--- src/rtl/pxm_pkg.sv ---
// Functional notes
// - Each placed function takes the lowest free pin, two-wire bus first; serial pins are fixed.
// - Pins already given to higher-priority functions are passed over.
// - Pins whose skip bit is set are treated as already assigned.
// - Skip mask bit n matches port pin n; 0x44 skips pins 6 and 2.
// - Serial transmit sits on pin 4, serial receive on pin 5.
// - Serial transmit and receive are selected independently.
// - The two-wire bus claims two pins together, data then clock.
// - Unclaimed pins stay general purpose after the assigned ones.
// - With routing disabled every pin has its driver off; analog pins stay analog.
// - Input mode bit 1 means digital, 0 analog; reset gives digital.
// - Analog pins have pull-up, driver and receiver all disabled.
// - Output mode bit picks open-drain or push-pull, routed pins too.
// - Two-wire bus pins are always open-drain.
// - Pull-up disable at 0 enables pull-ups on open-drain pins only.
// - An open-drain pin driving low has its pull-up switched off.
// - Port reads return the pin level even for routed pins.
// - Compare output field routes zero to three compare outputs.
// - A port bit of an analog pin always reads 1.
// - Output mode is ignored while the pin is analog.
package pxm_pkg;

   localparam int PXM_PINS = 8;
   localparam int PXM_FN_COUNT = 11;

   // Prioritized function table, highest priority first.
   localparam int FN_SDA = 0;
   localparam int FN_SCL = 1;
   localparam int FN_CP0 = 2;
   localparam int FN_CP0A = 3;
   localparam int FN_SYSCLK = 4;
   localparam int FN_CMP_OUT0 = 5;
   localparam int FN_CMP_OUT1 = 6;
   localparam int FN_CMP_OUT2 = 7;
   localparam int FN_ECI = 8;
   localparam int FN_T0 = 9;
   localparam int FN_T1 = 10;

   // Functions that drive a pin (1) rather than read it (0).
   localparam logic [PXM_FN_COUNT-1:0] FN_DRIVES = 11'h0FF;
   // Idle value seen by an input function that owns no pin.
   localparam logic [PXM_FN_COUNT-1:0] FN_IDLE = 11'h003;

   // Fixed serial pins.
   localparam int PIN_SERIAL_TX = 4;
   localparam int PIN_SERIAL_RX = 5;

   // Field positions of function_route_reg.
   localparam int RT_TX_EN = 0;
   localparam int RT_RX_EN = 1;
   localparam int RT_BUS_EN = 2;
   localparam int RT_SYSCLK_EN = 3;
   localparam int RT_CP0_EN = 4;
   localparam int RT_CP0A_EN = 5;
   localparam int RT_CMP_LO = 6;
   localparam int RT_CMP_HI = 7;

   // Field positions of route_control_reg.
   localparam int CT_ECI_EN = 0;
   localparam int CT_T0_EN = 1;
   localparam int CT_T1_EN = 2;
   localparam int CT_ROUTE_EN = 6;
   localparam int CT_WEAK_PUD = 7;

   // Only the low seven pins can be skipped.
   localparam logic [7:0] SKIP_BITS_MASK = 8'h7F;

   // Reset values.
   localparam logic [7:0] RST_SKIP = 8'h00;
   localparam logic [7:0] RST_ROUTE = 8'h00;
   localparam logic [7:0] RST_CTRL = 8'h00;
   localparam logic [7:0] RST_IN_MODE = 8'hFF;
   localparam logic [7:0] RST_OUT_MODE = 8'h00;
   localparam logic [7:0] RST_LATCH = 8'hFF;

endpackage : pxm_pkg

--- src/rtl/pxm_placer.sv ---
`timescale 1ns/1ps
module pxm_placer
   import pxm_pkg::*;
(
   input wire logic [PXM_FN_COUNT-1:0] request,
   input wire logic [PXM_PINS-1:0] blocked,
   output logic [PXM_FN_COUNT-1:0][PXM_PINS-1:0] place,
   output logic [PXM_PINS-1:0] claimed
);

   logic [PXM_FN_COUNT:0][PXM_PINS-1:0] avail;
   logic [PXM_FN_COUNT-1:0][PXM_PINS-1:0] lowest;

   // Blocked pins count as taken before any function is placed.
   assign avail[0] = ~blocked;

   genvar k;
   generate
      for (k = 0; k < PXM_FN_COUNT; k++)
      begin : g_fn
         // Lowest set bit of the free pins, in table order.
         assign lowest[k] = avail[k] & PXM_PINS'(~avail[k] + 8'h01);
         assign place[k] = request[k] ? lowest[k] : '0;
         // A placed pin is passed over by every later function.
         assign avail[k+1] = avail[k] & ~place[k];
      end
   endgenerate

   assign claimed = ~avail[PXM_FN_COUNT] & ~blocked;

endmodule : pxm_placer

--- src/rtl/pxm_port_mux.sv ---
`timescale 1ns/1ps
module pxm_port_mux
   import pxm_pkg::*;
(
   input wire logic CLK,
   input wire logic RST,
   input wire logic [7:0] WDATA,
   input wire logic SKIP_WE,
   input wire logic ROUTE_WE,
   input wire logic CTRL_WE,
   input wire logic IN_MODE_WE,
   input wire logic OUT_MODE_WE,
   input wire logic LATCH_WE,
   input wire logic SERIAL_TRANSMIT_OUT,
   input wire logic SDA_OUT,
   input wire logic SCL_OUT,
   input wire logic CP0_OUT,
   input wire logic CP0A_OUT,
   input wire logic SYSCLK_OUT,
   input wire logic [2:0] COMPARE_OUT,
   output logic SERIAL_RECEIVE_IN,
   output logic SDA_IN,
   output logic SCL_IN,
   output logic ECI_IN,
   output logic T0_IN,
   output logic T1_IN,
   input wire logic [7:0] PIN_IN,
   output logic [7:0] PIN_OUT,
   output logic [7:0] PIN_OE,
   output logic [7:0] PIN_PULLUP,
   output logic [7:0] PIN_RX_EN,
   output logic [7:0] PORT_READ,
   output logic [7:0] PINS_ASSIGNED
);

   logic [7:0] pin_skip_mask_reg;
   logic [7:0] function_route_reg;
   logic [7:0] route_control_reg;
   logic [7:0] pin_input_mode_mask;
   logic [7:0] pin_output_mode_mask;
   logic [7:0] port_latch;

   logic route_enable_bit;
   logic weak_pullup_disable;
   logic tx_sel;
   logic rx_sel;
   logic [1:0] compare_output_count;
   logic [PXM_FN_COUNT-1:0] request;
   logic [PXM_FN_COUNT-1:0] fn_out;
   logic [PXM_FN_COUNT-1:0] fn_in;
   logic [7:0] fixed_pins;
   logic [7:0] blocked;
   logic [7:0] claimed;
   logic [PXM_FN_COUNT-1:0][7:0] place_raw;
   logic [PXM_FN_COUNT-1:0][7:0] place;
   logic [7:0] pin_level;
   logic [7:0] bus_pins;
   logic [7:0] next_out;
   logic [7:0] next_oe;
   logic [7:0] next_pullup;
   logic [7:0] next_rx_en;
   logic next_rx;

   // Configuration registers.
   always_ff @(posedge CLK)
   begin
      if (RST)
      begin
         pin_skip_mask_reg <= RST_SKIP;
         function_route_reg <= RST_ROUTE;
         route_control_reg <= RST_CTRL;
      end
      else
      begin
         if (SKIP_WE)
         begin
            pin_skip_mask_reg <= WDATA & SKIP_BITS_MASK;
         end
         if (ROUTE_WE)
         begin
            function_route_reg <= WDATA;
         end
         if (CTRL_WE)
         begin
            route_control_reg <= WDATA;
         end
      end
   end

   // Pin mode registers and the output latch.
   always_ff @(posedge CLK)
   begin
      if (RST)
      begin
         pin_input_mode_mask <= RST_IN_MODE;
         pin_output_mode_mask <= RST_OUT_MODE;
         port_latch <= RST_LATCH;
      end
      else
      begin
         if (IN_MODE_WE)
         begin
            pin_input_mode_mask <= WDATA;
         end
         if (OUT_MODE_WE)
         begin
            pin_output_mode_mask <= WDATA;
         end
         if (LATCH_WE)
         begin
            port_latch <= WDATA;
         end
      end
   end

   assign route_enable_bit = route_control_reg[CT_ROUTE_EN];
   assign weak_pullup_disable = route_control_reg[CT_WEAK_PUD];
   assign tx_sel = function_route_reg[RT_TX_EN];
   assign rx_sel = function_route_reg[RT_RX_EN];
   assign compare_output_count = function_route_reg[RT_CMP_HI:RT_CMP_LO];

   // Requests in table order; the bus bit asks for two pins.
   always_comb
   begin
      request = '0;
      request[FN_SDA] = function_route_reg[RT_BUS_EN];
      request[FN_SCL] = function_route_reg[RT_BUS_EN];
      request[FN_CP0] = function_route_reg[RT_CP0_EN];
      request[FN_CP0A] = function_route_reg[RT_CP0A_EN];
      request[FN_SYSCLK] = function_route_reg[RT_SYSCLK_EN];
      request[FN_CMP_OUT0] = compare_output_count != 2'b00;
      request[FN_CMP_OUT1] = compare_output_count[1];
      request[FN_CMP_OUT2] = compare_output_count == 2'b11;
      request[FN_ECI] = route_control_reg[CT_ECI_EN];
      request[FN_T0] = route_control_reg[CT_T0_EN];
      request[FN_T1] = route_control_reg[CT_T1_EN];
   end

   // Values that driving functions put on their pins.
   always_comb
   begin
      fn_out = '0;
      fn_out[FN_SDA] = SDA_OUT;
      fn_out[FN_SCL] = SCL_OUT;
      fn_out[FN_CP0] = CP0_OUT;
      fn_out[FN_CP0A] = CP0A_OUT;
      fn_out[FN_SYSCLK] = SYSCLK_OUT;
      fn_out[FN_CMP_OUT0] = COMPARE_OUT[0];
      fn_out[FN_CMP_OUT1] = COMPARE_OUT[1];
      fn_out[FN_CMP_OUT2] = COMPARE_OUT[2];
   end

   // Selected serial pins are out of reach of the priority placement.
   always_comb
   begin
      fixed_pins = '0;
      fixed_pins[PIN_SERIAL_TX] = tx_sel;
      fixed_pins[PIN_SERIAL_RX] = rx_sel;
   end

   assign blocked = pin_skip_mask_reg | fixed_pins;

   // Placement follows the registers with no state of its own.
   pxm_placer u_placer
   (
      .request(request),
      .blocked(blocked),
      .place(place_raw),
      .claimed(claimed)
   );

   // Placement only takes hold while routing is enabled.
   assign place = route_enable_bit ? place_raw : '0;

   assign bus_pins = place[FN_SDA] | place[FN_SCL];

   genvar p;
   genvar f;
   generate
      for (p = 0; p < PXM_PINS; p++)
      begin : g_pin
         logic owned;
         logic drive_fn;
         logic [PXM_FN_COUNT-1:0] owners;
         logic value;
         logic digital;
         logic push_pull;
         logic serial_tx_pin;

         for (f = 0; f < PXM_FN_COUNT; f++)
         begin : g_own
            assign owners[f] = place[f][p];
         end

         assign digital = pin_input_mode_mask[p];
         assign serial_tx_pin = (p == PIN_SERIAL_TX) && tx_sel &&
            route_enable_bit;
         assign owned = |(owners & FN_DRIVES);
         assign drive_fn = |(owners & FN_DRIVES & fn_out);

         // Analog pins read back 1; receiver off.
         assign pin_level[p] = digital ? PIN_IN[p] : 1'b1;

         always_comb
         begin
            if (serial_tx_pin)
            begin
               value = SERIAL_TRANSMIT_OUT;
            end
            else if (owned)
            begin
               value = drive_fn;
            end
            else
            begin
               // Unclaimed pins stay general purpose and follow the latch.
               value = port_latch[p];
            end
            // Output mode applies to routed pins; bus pins stay open-drain.
            push_pull = pin_output_mode_mask[p] && !bus_pins[p];
            next_out[p] = value;
            if (!route_enable_bit || !digital)
            begin
               next_oe[p] = 1'b0;
            end
            else if (push_pull)
            begin
               next_oe[p] = 1'b1;
            end
            else
            begin
               next_oe[p] = !value;
            end
            // Mode bit is not consulted while the pin is analog.
            next_pullup[p] = digital && !push_pull &&
               !weak_pullup_disable && !next_oe[p];
            next_rx_en[p] = digital;
         end
      end
   endgenerate

   // Inputs seen by reading functions, idle when they own no pin.
   generate
      for (f = 0; f < PXM_FN_COUNT; f++)
      begin : g_fn_in
         assign fn_in[f] = (|place[f]) ? |(place[f] & pin_level) : FN_IDLE[f];
      end
   endgenerate

   assign next_rx = (route_enable_bit && rx_sel) ?
      pin_level[PIN_SERIAL_RX] : 1'b1;

   // Pin drivers.
   always_ff @(posedge CLK)
   begin
      if (RST)
      begin
         PIN_OUT <= 8'hFF;
         PIN_OE <= 8'h00;
         PIN_PULLUP <= 8'h00;
         PIN_RX_EN <= 8'hFF;
      end
      else
      begin
         PIN_OUT <= next_out;
         PIN_OE <= next_oe;
         PIN_PULLUP <= next_pullup;
         PIN_RX_EN <= next_rx_en;
      end
   end

   // Port readback and status.
   always_ff @(posedge CLK)
   begin
      if (RST)
      begin
         PORT_READ <= 8'hFF;
         PINS_ASSIGNED <= 8'h00;
      end
      else
      begin
         PORT_READ <= pin_level;
         PINS_ASSIGNED <= route_enable_bit ? (claimed | fixed_pins) : 8'h00;
      end
   end

   // Peripheral inputs.
   always_ff @(posedge CLK)
   begin
      if (RST)
      begin
         SERIAL_RECEIVE_IN <= 1'b1;
         SDA_IN <= 1'b1;
         SCL_IN <= 1'b1;
         ECI_IN <= 1'b0;
         T0_IN <= 1'b0;
         T1_IN <= 1'b0;
      end
      else
      begin
         SERIAL_RECEIVE_IN <= next_rx;
         SDA_IN <= fn_in[FN_SDA];
         SCL_IN <= fn_in[FN_SCL];
         ECI_IN <= fn_in[FN_ECI];
         T0_IN <= fn_in[FN_T0];
         T1_IN <= fn_in[FN_T1];
      end
   end
endmodule : pxm_port_mux

--- config.mk ---
export PLATFORM = sky130hd
export DESIGN_NAME = pxm_port_mux
export DESIGN_NICKNAME = d
export VERILOG_FILES = /design/src/rtl/pxm_pkg.sv /design/src/rtl/pxm_placer.sv /design/src/rtl/pxm_port_mux.sv
export SDC_FILE = /design/constraint.sdc
export NUM_CORES = 1
export LEC_CHECK = 0
export ABC_AREA = 1
export BUFFER_PORTS_ARGS = -buffer_cell sky130_fd_sc_hd__buf_4
export CAP_MARGIN = 10
export CELL_PAD_IN_SITES_DETAIL_PLACEMENT = 1
export CELL_PAD_IN_SITES_GLOBAL_PLACEMENT = 2
export CORE_ASPECT_RATIO = 1.75
export CORE_MARGIN = 4
export CORE_UTILIZATION = 34
export CTS_BUF_LIST = sky130_fd_sc_hd__clkbuf_8
export CTS_CLUSTER_DIAMETER = 40
export DETAILED_ROUTE_END_ITERATION = 6
export PLACE_DENSITY_LB_ADDON = 0.1
export SKIP_CTS_REPAIR_TIMING = 1
export SLEW_MARGIN = 10
export SYNTH_ARGS = -nofsm -noshare
export SYNTH_HDL_FRONTEND = slang
export SYNTH_SLANG_ARGS = --single-unit
--- constraint.sdc ---
create_clock -name CLK -period 6.4 [get_ports CLK]
set_clock_uncertainty 0.15 [all_clocks]
set_input_delay 0.96 -clock CLK [delete_from_list [all_inputs] [get_ports CLK]]
set_output_delay 0.96 -clock CLK [all_outputs]
set_load 0.01 [all_outputs]
==> qor.yml, run 1 <==
synth_top_area_share_pct: 33.47
first_iter_violations: 305
ios: 87
status: "finished, final reports clean"
post-dp-hpwl_um: 19430
setup_viol: 0
route.met2.wl_um: 13050
synth_fp_nets: 954
cts_tree: "done"
grt_overflow: 0
grt_antenna_before_repair: 0
ant_nets: 0
fin_util_pct: 41.14
cp_max_fo: 11
clockBufferDepth: 2
grt_max_degree: 62
peakVddDrop_mv: 0.2756
cp-end-kind: "flip-flop"
n_antenna_cell: 0
cts_buffers: 9
hold_path_class: "reg2reg"
cts-root-buf: "clkbuf_8"
setup_tns_ns: 0
regArea_mm2: 0.001963
critical_path_class: "reg2reg"
finalCriticalPeriod_ns: 3.497
multi_input_area_mm2: 0.003318
synth_cells: 921
rsz0062_at_grt: "no"
leakage_nw: 3.360
topRoutingLayerUsed: "met4"
max_slew_margin_pct: 43.51
drive_gt1_share_pct: 16.58
timing.max_cap.violations: 0
cp_data_arrival_time_ns: 3.62
wl_met1_um: 9785
synth_seq_cells: 98
area_growth_pct: 18.93
drv_slew: 0
ctsHtreeMaxLevel: 3
p_sw_mw: 0.5053
p_int_mw: 1.057
drt-vias-per-instance: 5.239
grt_pass1_vias: 6815
clock_power_share_pct: 33.8
fp-row-count: 63
power_density_mw_per_mm2: 224.1
tightest_slew_ns: 0.8464
clock_latency_ns: 0.38
start_util_pct: 34.59
yosys.area.top_type: "dfxtp_1"
port_buffers: 86
clk_pin_slew_ns: 0.10
seqPwrFrac_pct: 42.9
period_share_pct: 54.64
synth_edf_count: 0
async_flop_share_pct: 0
ys_top_cells_by_area: "dfxtp_1 (33%), nand2_1 (11%), nor2_1 (8.3%)"
syn_area_mm2: 0.005862
globalplace.congestion: 0.8522
wl_per_cell_um: 19.76
finalHoldViolations: 0
drc_errors: 0
yosysMostFrequentCell: "nand2_1"
grt_usage_pct: 25.33
synthFlopType: "dfxtp_1"
synth_common_cells: "nand2_1 (165), nor2_1 (130), inv_1 (117), dfxtp_1 (98), nand3_1 (89)"
ys_seq_area_share_pct: 33.47
routed_wl_um: 24270
die_x_um: 107.3
fillers: 2292
clock_sinks: 98
core-area_mm2: 0.01695
die-area_mm2: 0.01949
ys_warn_count: 0
clock.fmax_ghz: 0.2859
drtPass1Iterations: 4
layout.nets: 1029
cp.required_ns: 6.52
vias: 6433
power_switching_share_pct: 32.34
syn_avg_cell_area_um2: 6.365
grt_pass1_wl_um: 37870
pwr-share-comb_pct: 23.4
met3_length_um: 764
ys_types: 41
start_kind: "flip-flop"
die_y_um: 181.7
power by group through the flow:
stage               sequential, mW  combinational, mW  clock [mW]
detailed placement           0.683              0.366           0
floorplan                    0.684              0.221           0
CTS                          0.670              0.368       0.541
global route                 0.674              0.406       0.571
finish                       0.669              0.365       0.527
global placement             0.682              0.364           0
metrics by stage:
stage / hold slack, ns / cells / cell area, um2 / power, mW / worst slack [ns]
after global routing: 0.3416 / 1228 / 6972 / 1.651 / 2.409
after CTS: 0.3160 / 1228 / 6972 / 1.579 / 2.891
after global placement: 0.2875 / 1212 / 6706 / 1.046 / 2.834
after floorplan: 0.2551 / 921 / 5862 / 0.9058 / 3.788
after detailed placement: 0.2944 / 1212 / 6706 / 1.050 / 2.905
final: 0.3114 / 1228 / 6972 / 1.562 / 2.903
final cells by class:
class | count | area share, %
flip-flops and latches | 98 | 28.16
well taps | 227 | 4.074
clock inverters | 7 | 2.028
clock buffers | 9 | 1.777
repair buffers | 89 | 9.584
multi-input cells | 672 | 47.60
inverters | 126 | 6.784
placed cells by master (no fill, tap or decap), types with 4 or more instances in the layout:
cell type / n
nand3_2: 10
o211ai_1: 9
clkbuf_8: 9
nor2_2: 19
inv_1: 117
o21ai_0: 59
nor2_1: 130
buf_4: 89
dfxtp_1: 97
nor2_4: 4
nand3b_1: 4
nand2_2: 13
clkinv_1: 4
a21oi_1: 57
nor4_1: 11
o22ai_1: 11
nand4_1: 22
nand3_1: 89
inv_2: 5
bufinv_16: 4
nand2_1: 165
o21ai_1: 4
nor3_1: 37
critical path: stages, from the launching register on:
cell and delay, ns:
dfxtp_1 0.65, inv_1 0.28, o21bai_4 0.25, nand2_1 0.09
nor2_2 0.15, nand2_1 0.09, nand2_1 0.14, nor2_1 0.08
nor2_1 0.23, nor2_1 0.10, nand2_1 0.10, nand2_1 0.11
inv_1 0.13, nor2_1 0.08, nand3_1 0.09, inv_1 0.05
nor2_1 0.16, nand2_1 0.08, nand3_1 0.13, nand3_1 0.12
nand2_1 0.09, nor2_1 0.06
per-layer routing:
| layer | GRT usage (%) | up-vias |
|---|---|---|
| met5 | 0 | - |
| met2 | 47.68 | 123 |
| met1 | 29.03 | 3079 |
| met3 | 2.490 | 36 |
| li1 | - | 3195 |
| met4 | 8.858 | 0 |
final timing paths:
check,cells past startpoint,start,endpoint,slack [ns]
worst max-delay path,21,function_route_reg[2]$_SDFFE_PP0P_,PIN_OE[6]$_SDFF_PP0_,2.90
worst min-delay path,2,next_rx_en[6]$_SDFFE_PP1P_,PIN_RX_EN[6]$_SDFF_PP1_,0.31
worst max register to register,21,function_route_reg[2]$_SDFFE_PP0P_,PIN_OE[6]$_SDFF_PP0_,2.90
worst min register to register,2,next_rx_en[6]$_SDFFE_PP1P_,PIN_RX_EN[6]$_SDFF_PP1_,0.31
cells by family after synthesis:
logic type / share of synthesized area (%)
compound gates: 15.09
flops: 33.47
buf+inv: 9.925
simple gates: 41.52
Note: power is estimated with default switching activity, not from simulation.
==> run 2, diff against run 1 <==
--- a/config.mk
+++ b/config.mk
@@ -12,7 +12,7 @@
 export CELL_PAD_IN_SITES_GLOBAL_PLACEMENT = 2
 export CORE_ASPECT_RATIO = 1.75
 export CORE_MARGIN = 4
-export CORE_UTILIZATION = 34
+export CORE_UTILIZATION = 32
 export CTS_BUF_LIST = sky130_fd_sc_hd__clkbuf_8
 export CTS_CLUSTER_DIAMETER = 40
 export DETAILED_ROUTE_END_ITERATION = 6
==> constraint.sdc (replaced) <==
create_clock -name CLK -period 3.65 [get_ports CLK]
set_clock_uncertainty 0.15 [all_clocks]
set_input_delay 0.5475 -clock CLK [delete_from_list [all_inputs] [get_ports CLK]]
set_output_delay 0.5475 -clock CLK [all_outputs]
set_load 0.01 [all_outputs]
==> run 2 against run 1 <==
Flip-flop and latch count is the same. Critical path depth shrank 2. Combinational power grew 75%. Count of clock-buffer cells in the layout is the same. First-iteration DRC count grew 29%.
==> qor.yml, run 2 (synthesis gave the netlist of run 1 again) <==
status: "finished, final reports clean"
start_util_pct: 32.47  # -2.1 points
globalplace.congestion: 0.8499  # -0.27%
max_stage_delay_ns: 0.40  # -0.25 ns
drc_errors: 0  # unchanged
clock_latency_ns: 0.38  # about the same
die_x_um: 110.3  # +2.8%
grt_antenna_before_repair: 0  # unchanged
core-area_mm2: 0.01805  # +6.5%
setup_viol: 0  # unchanged
clockBufferDepth: 2  # unchanged
timing.max_cap.violations: 0  # unchanged
wl_per_cell_um: 19.73  # -0.15%
die-area_mm2: 0.02063  # +5.9%
cp-end-kind: "flip-flop"
grt_usage_pct: 24.57  # -0.75 points
cp_max_fo: 8  # -3
peakVddDrop_mv: 0.2801  # +1.6%
leakage_nw: 3.346  # -0.40%
fp-row-count: 65  # +3.2%
cp_data_arrival_time_ns: 3.30  # -0.32 ns
layout.nets: 1030  # +0.097%
busiest_layer: "met2"
grt_max_degree: 52  # -16%
cp.required_ns: 3.78  # -2.74 ns
finalCriticalPeriod_ns: 3.175  # -0.3227 ns
max_slew_margin_pct: 55.28  # +12 points
hold_path_class: "in2reg"
final_cell_count_no_fill: 1236  # +0.65%
clock.fmax_ghz: 0.3150  # +10%
die_y_um: 187.0  # +2.9%
clock_sinks: 98  # unchanged
grt_pass1_vias: 6806  # -0.13%
cts-root-buf: "clkbuf_8"
grt_pass1_wl_um: 38270  # +1.0%
setup_tns_ns: 0  # unchanged
ctsHtreeMaxLevel: 3  # unchanged
final_common_cell: "nand2_1"
drtPass1Iterations: 5  # +1
grtUsageMet2_pct: 43.17  # -4.5 points
layout_common_cells: "nand2_1 (165), nor2_1 (130), inv_1 (118), dfxtp_1 (94), nand3_1 (89)"
crit_chain: "inv_2 > o21ai_2 > nand2_2 > nor2_1 > nand2_1 > nor2_1 > nor2_1 > nand2_1 > nand2_1 > inv_1 > nor2_1 > nand3_1 > inv_1 > nor2_1 > nand2_1 > nand3_1 > nand3_1 > nand2_1 > nor2_1"
slowest_stage: "dfxtp_1"
post-dp-hpwl_um: 19830  # +2.1%
critical_path_class: "reg2reg"
ant_nets: 0  # unchanged
vias: 6478  # +0.70%
grt_use_met1_pct: 28.79  # -0.24 points
n_antenna_cell: 0  # unchanged
port_buffers: 86  # unchanged
start_kind: "flip-flop"
tightest_slew_ns: 0.6683  # -0.1780 ns
routed_wl_um: 24390  # +0.50%
place_inst: 1220  # +0.66%
clk_pin_slew_ns: 0.10  # about the same
drive_gt1_share_pct: 16.97  # +0.38 points
drt-vias-per-instance: 5.241  # about the same
period_share_pct: 86.97  # +32 points
first_iter_violations: 393  # +29%
rsz0062_at_grt: "no"
finalHoldViolations: 0  # unchanged
power_density_mw_per_mm2: 364.4  # +63%
area_growth_pct: 18.55
ios: 87  # unchanged
grt_overflow: 0  # unchanged
drv_slew: 0  # unchanged
path_common_cell: "nor2_1"
cts_buffers: 9  # unchanged
met3_usage_pct: 3.247  # +0.76 points
cts_tree: "done"
[run 2: cell types whose count changed in the layout (fill, tap and decap cells not counted), moves of 2 or more]
cell,delta
dfxtp_2,+2
dfxtp_1,-3
buf_12,+2
bufinv_16,-3
[run 2: power breakdown]
group / leakage (nW) / internal, mW / switching, mW
Sequential: 0.811 / 1.13 / 0.0442
Clock: 0.0966 / 0.316 / 0.398
Combinational: 2.44 / 0.198 / 0.442
[run 2: metrics by stage]
stage	utilization (%)	hold slack (ns)	setup WS, ns	cell area (um2)	total power [mW]
after floorplan	-	0.2551	1.038	5862	1.588
after global placement	37.37	0.2906	0.1450	6748	1.839
after detailed placement	37.37	0.3015	0.1159	6748	1.846
after CTS	38.45	0.2299	0.08525	6943	2.569
after global routing	38.49	0.2589	0.02461	6949	2.681
final	38.49	0.2552	0.4755	6949	2.532
[run 2: layout make-up]
cell class	instances	area (um2)
clock buffers	9	123.9
clock inverters	7	71.32
well taps	234	292.8
multi-input cells	672	3318
fillers	2417	11110
flip-flops and latches	98	1969
repair buffers	90	700.7
inverters	126	473.0
[run 2: worst max-delay path: cells and delay by family (launching register included)]
kind / cells / cell delay, ns
flip-flops: 1 / 0.40
AND/OR/NAND/NOR: 15 / 1.94
buffers and inverters: 3 / 0.32
AO/OA/AOI/OAI: 1 / 0.28
[run 2: path summary, 6_finish.rpt]
path	depth (start not counted)	to	slack [ns]	start
hold reg to reg	2	pin_output_mode_mask[2]$_SDFFE_PP0P_	0.32	pin_output_mode_mask[2]$_SDFFE_PP0P_
setup / recovery	19	PIN_OE[6]$_SDFF_PP0_	0.48	function_route_reg[4]$_SDFFE_PP0P_
setup reg to reg	19	PIN_OE[6]$_SDFF_PP0_	0.48	function_route_reg[4]$_SDFFE_PP0P_
hold / removal	3	PORT_READ[1]$_SDFF_PP1_	0.26	PIN_IN[1]
[run 2: routing by layer]
metal / vias up / wire [um]
met5: - / 0
met4: 0 / 1104
met3: 39 / 892
met2: 146 / 12530
met1: 3084 / 9863
li1: 3209 / -
==> run 3, diff against run 2 <==
--- a/config.mk
+++ b/config.mk
@@ -6,16 +6,15 @@
 export NUM_CORES = 1
 export LEC_CHECK = 0
 export ABC_AREA = 1
-export BUFFER_PORTS_ARGS = -buffer_cell sky130_fd_sc_hd__buf_4
 export CAP_MARGIN = 10
 export CELL_PAD_IN_SITES_DETAIL_PLACEMENT = 1
 export CELL_PAD_IN_SITES_GLOBAL_PLACEMENT = 2
 export CORE_ASPECT_RATIO = 1.75
 export CORE_MARGIN = 4
-export CORE_UTILIZATION = 32
+export CORE_UTILIZATION = 35
 export CTS_BUF_LIST = sky130_fd_sc_hd__clkbuf_8
-export CTS_CLUSTER_DIAMETER = 40
 export DETAILED_ROUTE_END_ITERATION = 6
+export DONT_BUFFER_PORTS = 1
 export PLACE_DENSITY_LB_ADDON = 0.1
 export SKIP_CTS_REPAIR_TIMING = 1
 export SLEW_MARGIN = 10
==> run 3 against run 2 <==
Register-to-register slack got worse by 0.09 ns. Sequential power about the same. Hold slack got worse by 0.17 ns. Total power decreased by 3.7%. Largest cell class unchanged. Final cell count decreased by 7.7%. First-iteration DRC count decreased by 33%. Die area decreased by 8.1%. Global-route usage increased by 0.62 points. Utilization decreased by 0.18 points. Sequential share of layout area increased by 2.9 points. Design area decreased by 9.3%.
==> qor.yml, run 3 (synthesis gave the netlist of run 1 again) <==
layout.nets: 945  # -8.3%
post-dp-hpwl_um: 19330  # -2.6%
core-area_mm2: 0.01645  # -8.9%
grt_usage_pct: 25.19  # +0.62 points
power_switching_share_pct: 34.53  # -0.36 points
drive_gt1_share_pct: 9.487  # -7.5 points
power_density_mw_per_mm2: 387.0  # +6.2%
fin_util_pct: 38.31  # -0.18 points
tightest_slew_ns: 0.7028  # +0.03449 ns
fp-row-count: 62  # -4.6%
pwr-share-comb_pct: 21.4  # -3.9 points
cp_data_arrival_time_ns: 3.42  # +0.12 ns
setup_viol: 0  # unchanged
clock_power_share_pct: 29.4  # +1.2 points
seqPwrFrac_pct: 49.2  # +2.7 points
cts_tree: "done"
grt_pass1_vias: 6467  # -5.0%
ctsHtreeMaxLevel: 3  # unchanged
critical_path_class: "reg2reg"
clock_sinks: 98  # unchanged
finalHoldViolations: 0  # unchanged
clockBufferDepth: 2  # unchanged
met3_usage_pct: 3.387  # +0.14 points
p_sw_mw: 0.8419  # -4.7%
period_share_pct: 89.42  # +2.4 points
max_slew_margin_pct: 51.93  # -3.3 points
peakVddDrop_mv: 0.2954  # +5.5%
n_antenna_cell: 0  # unchanged
grt_max_degree: 36  # -31%
drc_errors: 0  # unchanged
grt_use_met1_pct: 28.44  # -0.35 points
cts-root-buf: "clkbuf_8"
layout_common_cells: "nand2_1 (165), nor2_1 (130), inv_1 (117), dfxtp_1 (94), nand3_1 (89)"
drv_slew: 0  # unchanged
cts_buffers: 9  # unchanged
routed_wl_um: 23690  # -2.8%
wl_per_cell_um: 20.76  # +5.2%
clock.fmax_ghz: 0.3064  # -2.7%
start_util_pct: 35.64  # +3.2 points
p_int_mw: 1.596  # -3.2%
ant_nets: 0  # unchanged
die_y_um: 179.2  # -4.2%
final_cell_count_no_fill: 1141  # -7.7%
vias: 6180  # -4.6%
cp-end-kind: "flip-flop"
grt_overflow: 0  # unchanged
place_inst: 1125  # -7.8%
cp_max_fo: 6  # -2
start_kind: "flip-flop"
area_growth_pct: 7.471
drt-vias-per-instance: 5.416  # +3.3%
ios: 87  # unchanged
clk_pin_slew_ns: 0.10  # about the same
fillers: 2219  # -8.2%
finalCriticalPeriod_ns: 3.264  # +0.08914 ns
grtUsageMet2_pct: 46.62  # +3.4 points
die_x_um: 105.8  # -4.1%
die-area_mm2: 0.01896  # -8.1%
leakage_nw: 2.924  # -13%
grt_antenna_before_repair: 0  # unchanged
timing.max_cap.violations: 0  # unchanged
drtPass1Iterations: 5  # unchanged
rsz0062_at_grt: "yes"
final_common_cell: "nand2_1"
port_buffers: 0  # -100%
busiest_layer: "met2"
grt_pass1_wl_um: 36300  # -5.1%
globalplace.congestion: 0.8768  # +3.2%
hold_path_class: "in2reg"
first_iter_violations: 262  # -33%
clock_latency_ns: 0.38  # about the same
cp.required_ns: 3.81  # +0.03 ns
status: "finished, final reports clean"
[run 3: power groups by stage]
| stage | clock network [mW] | logic [mW] | registers [mW] |
|---|---|---|---|
| floorplan | 0 | 0.388 | 1.20 |
| global placement | 0 | 0.505 | 1.22 |
| detailed placement | 0 | 0.516 | 1.22 |
| CTS | 0.739 | 0.519 | 1.20 |
| global route | 0.781 | 0.584 | 1.21 |
| finish | 0.717 | 0.521 | 1.20 |
[run 3: worst max-delay path: stages, from the launching register on]
cell      delay [ns]
dfxtp_1         0.36
nor2_1          0.27
inv_1           0.16
nand2_2         0.17
inv_1           0.10
o21ai_1         0.29
o21bai_1        0.22
nor2_2          0.19
nand2_2         0.10
nor2_2          0.20
nand2_2         0.11
nand2_1         0.14
inv_1           0.05
nor2_1          0.10
nand2_1         0.11
nor2_2          0.15
nand2_1         0.07
nor2_1          0.10
o21ai_1         0.07
nor2_1          0.10
[run 3: final timing paths]
kind	slack, ns	cells after the start	end	from
worst max-delay path	0.39	19	T0_IN$_SDFF_PP0_	function_route_reg[0]$_SDFFE_PP0P_
worst min-delay path	0.09	1	PIN_OE[1]$_SDFF_PP0_	RST
worst max register to register	0.39	19	T0_IN$_SDFF_PP0_	function_route_reg[0]$_SDFFE_PP0P_
worst min register to register	0.32	2	PIN_RX_EN[6]$_SDFF_PP1_	next_rx_en[6]$_SDFFE_PP1P_
[run 3: through the flow]
stage | instance area [um2] | TNS (ns) | worst slack, ns | hold slack, ns | total power [mW]
floorplan | 5862 | 0 | 1.038 | 0.2551 | 1.588
detailed placement | 6072 | 0 | 0.1197 | 0.3048 | 1.739
global placement | 6072 | 0 | 0.2650 | 0.2940 | 1.728
finish | 6300 | 0 | 0.3864 | 0.08524 | 2.438
global route | 6300 | -0.002816 | -0.002816 | 0.05653 | 2.572
CTS | 6272 | 0 | 0.09868 | 0.06576 | 2.457
[run 3: area by class of cell]
type	instances	area, um2	share of cell area (%)
clock buffers	9	123.9	1.966
clock inverters	7	76.32	1.212
inverters	126	473.0	7.507
multi-input cells	672	3339	53.01
flip-flops and latches	98	1969	31.26
well taps	224	280.3	4.449
repair buffers	5	37.54	0.5958
[run 3: per-layer routing]
| metal | part of all wire [%] | vias to the layer above |
|---|---|---|
| met5 | 0 | - |
| met4 | 4.2 | 0 |
| met3 | 3.4 | 50 |
| met2 | 51 | 135 |
| met1 | 41 | 2963 |
| li1 | - | 3032 |
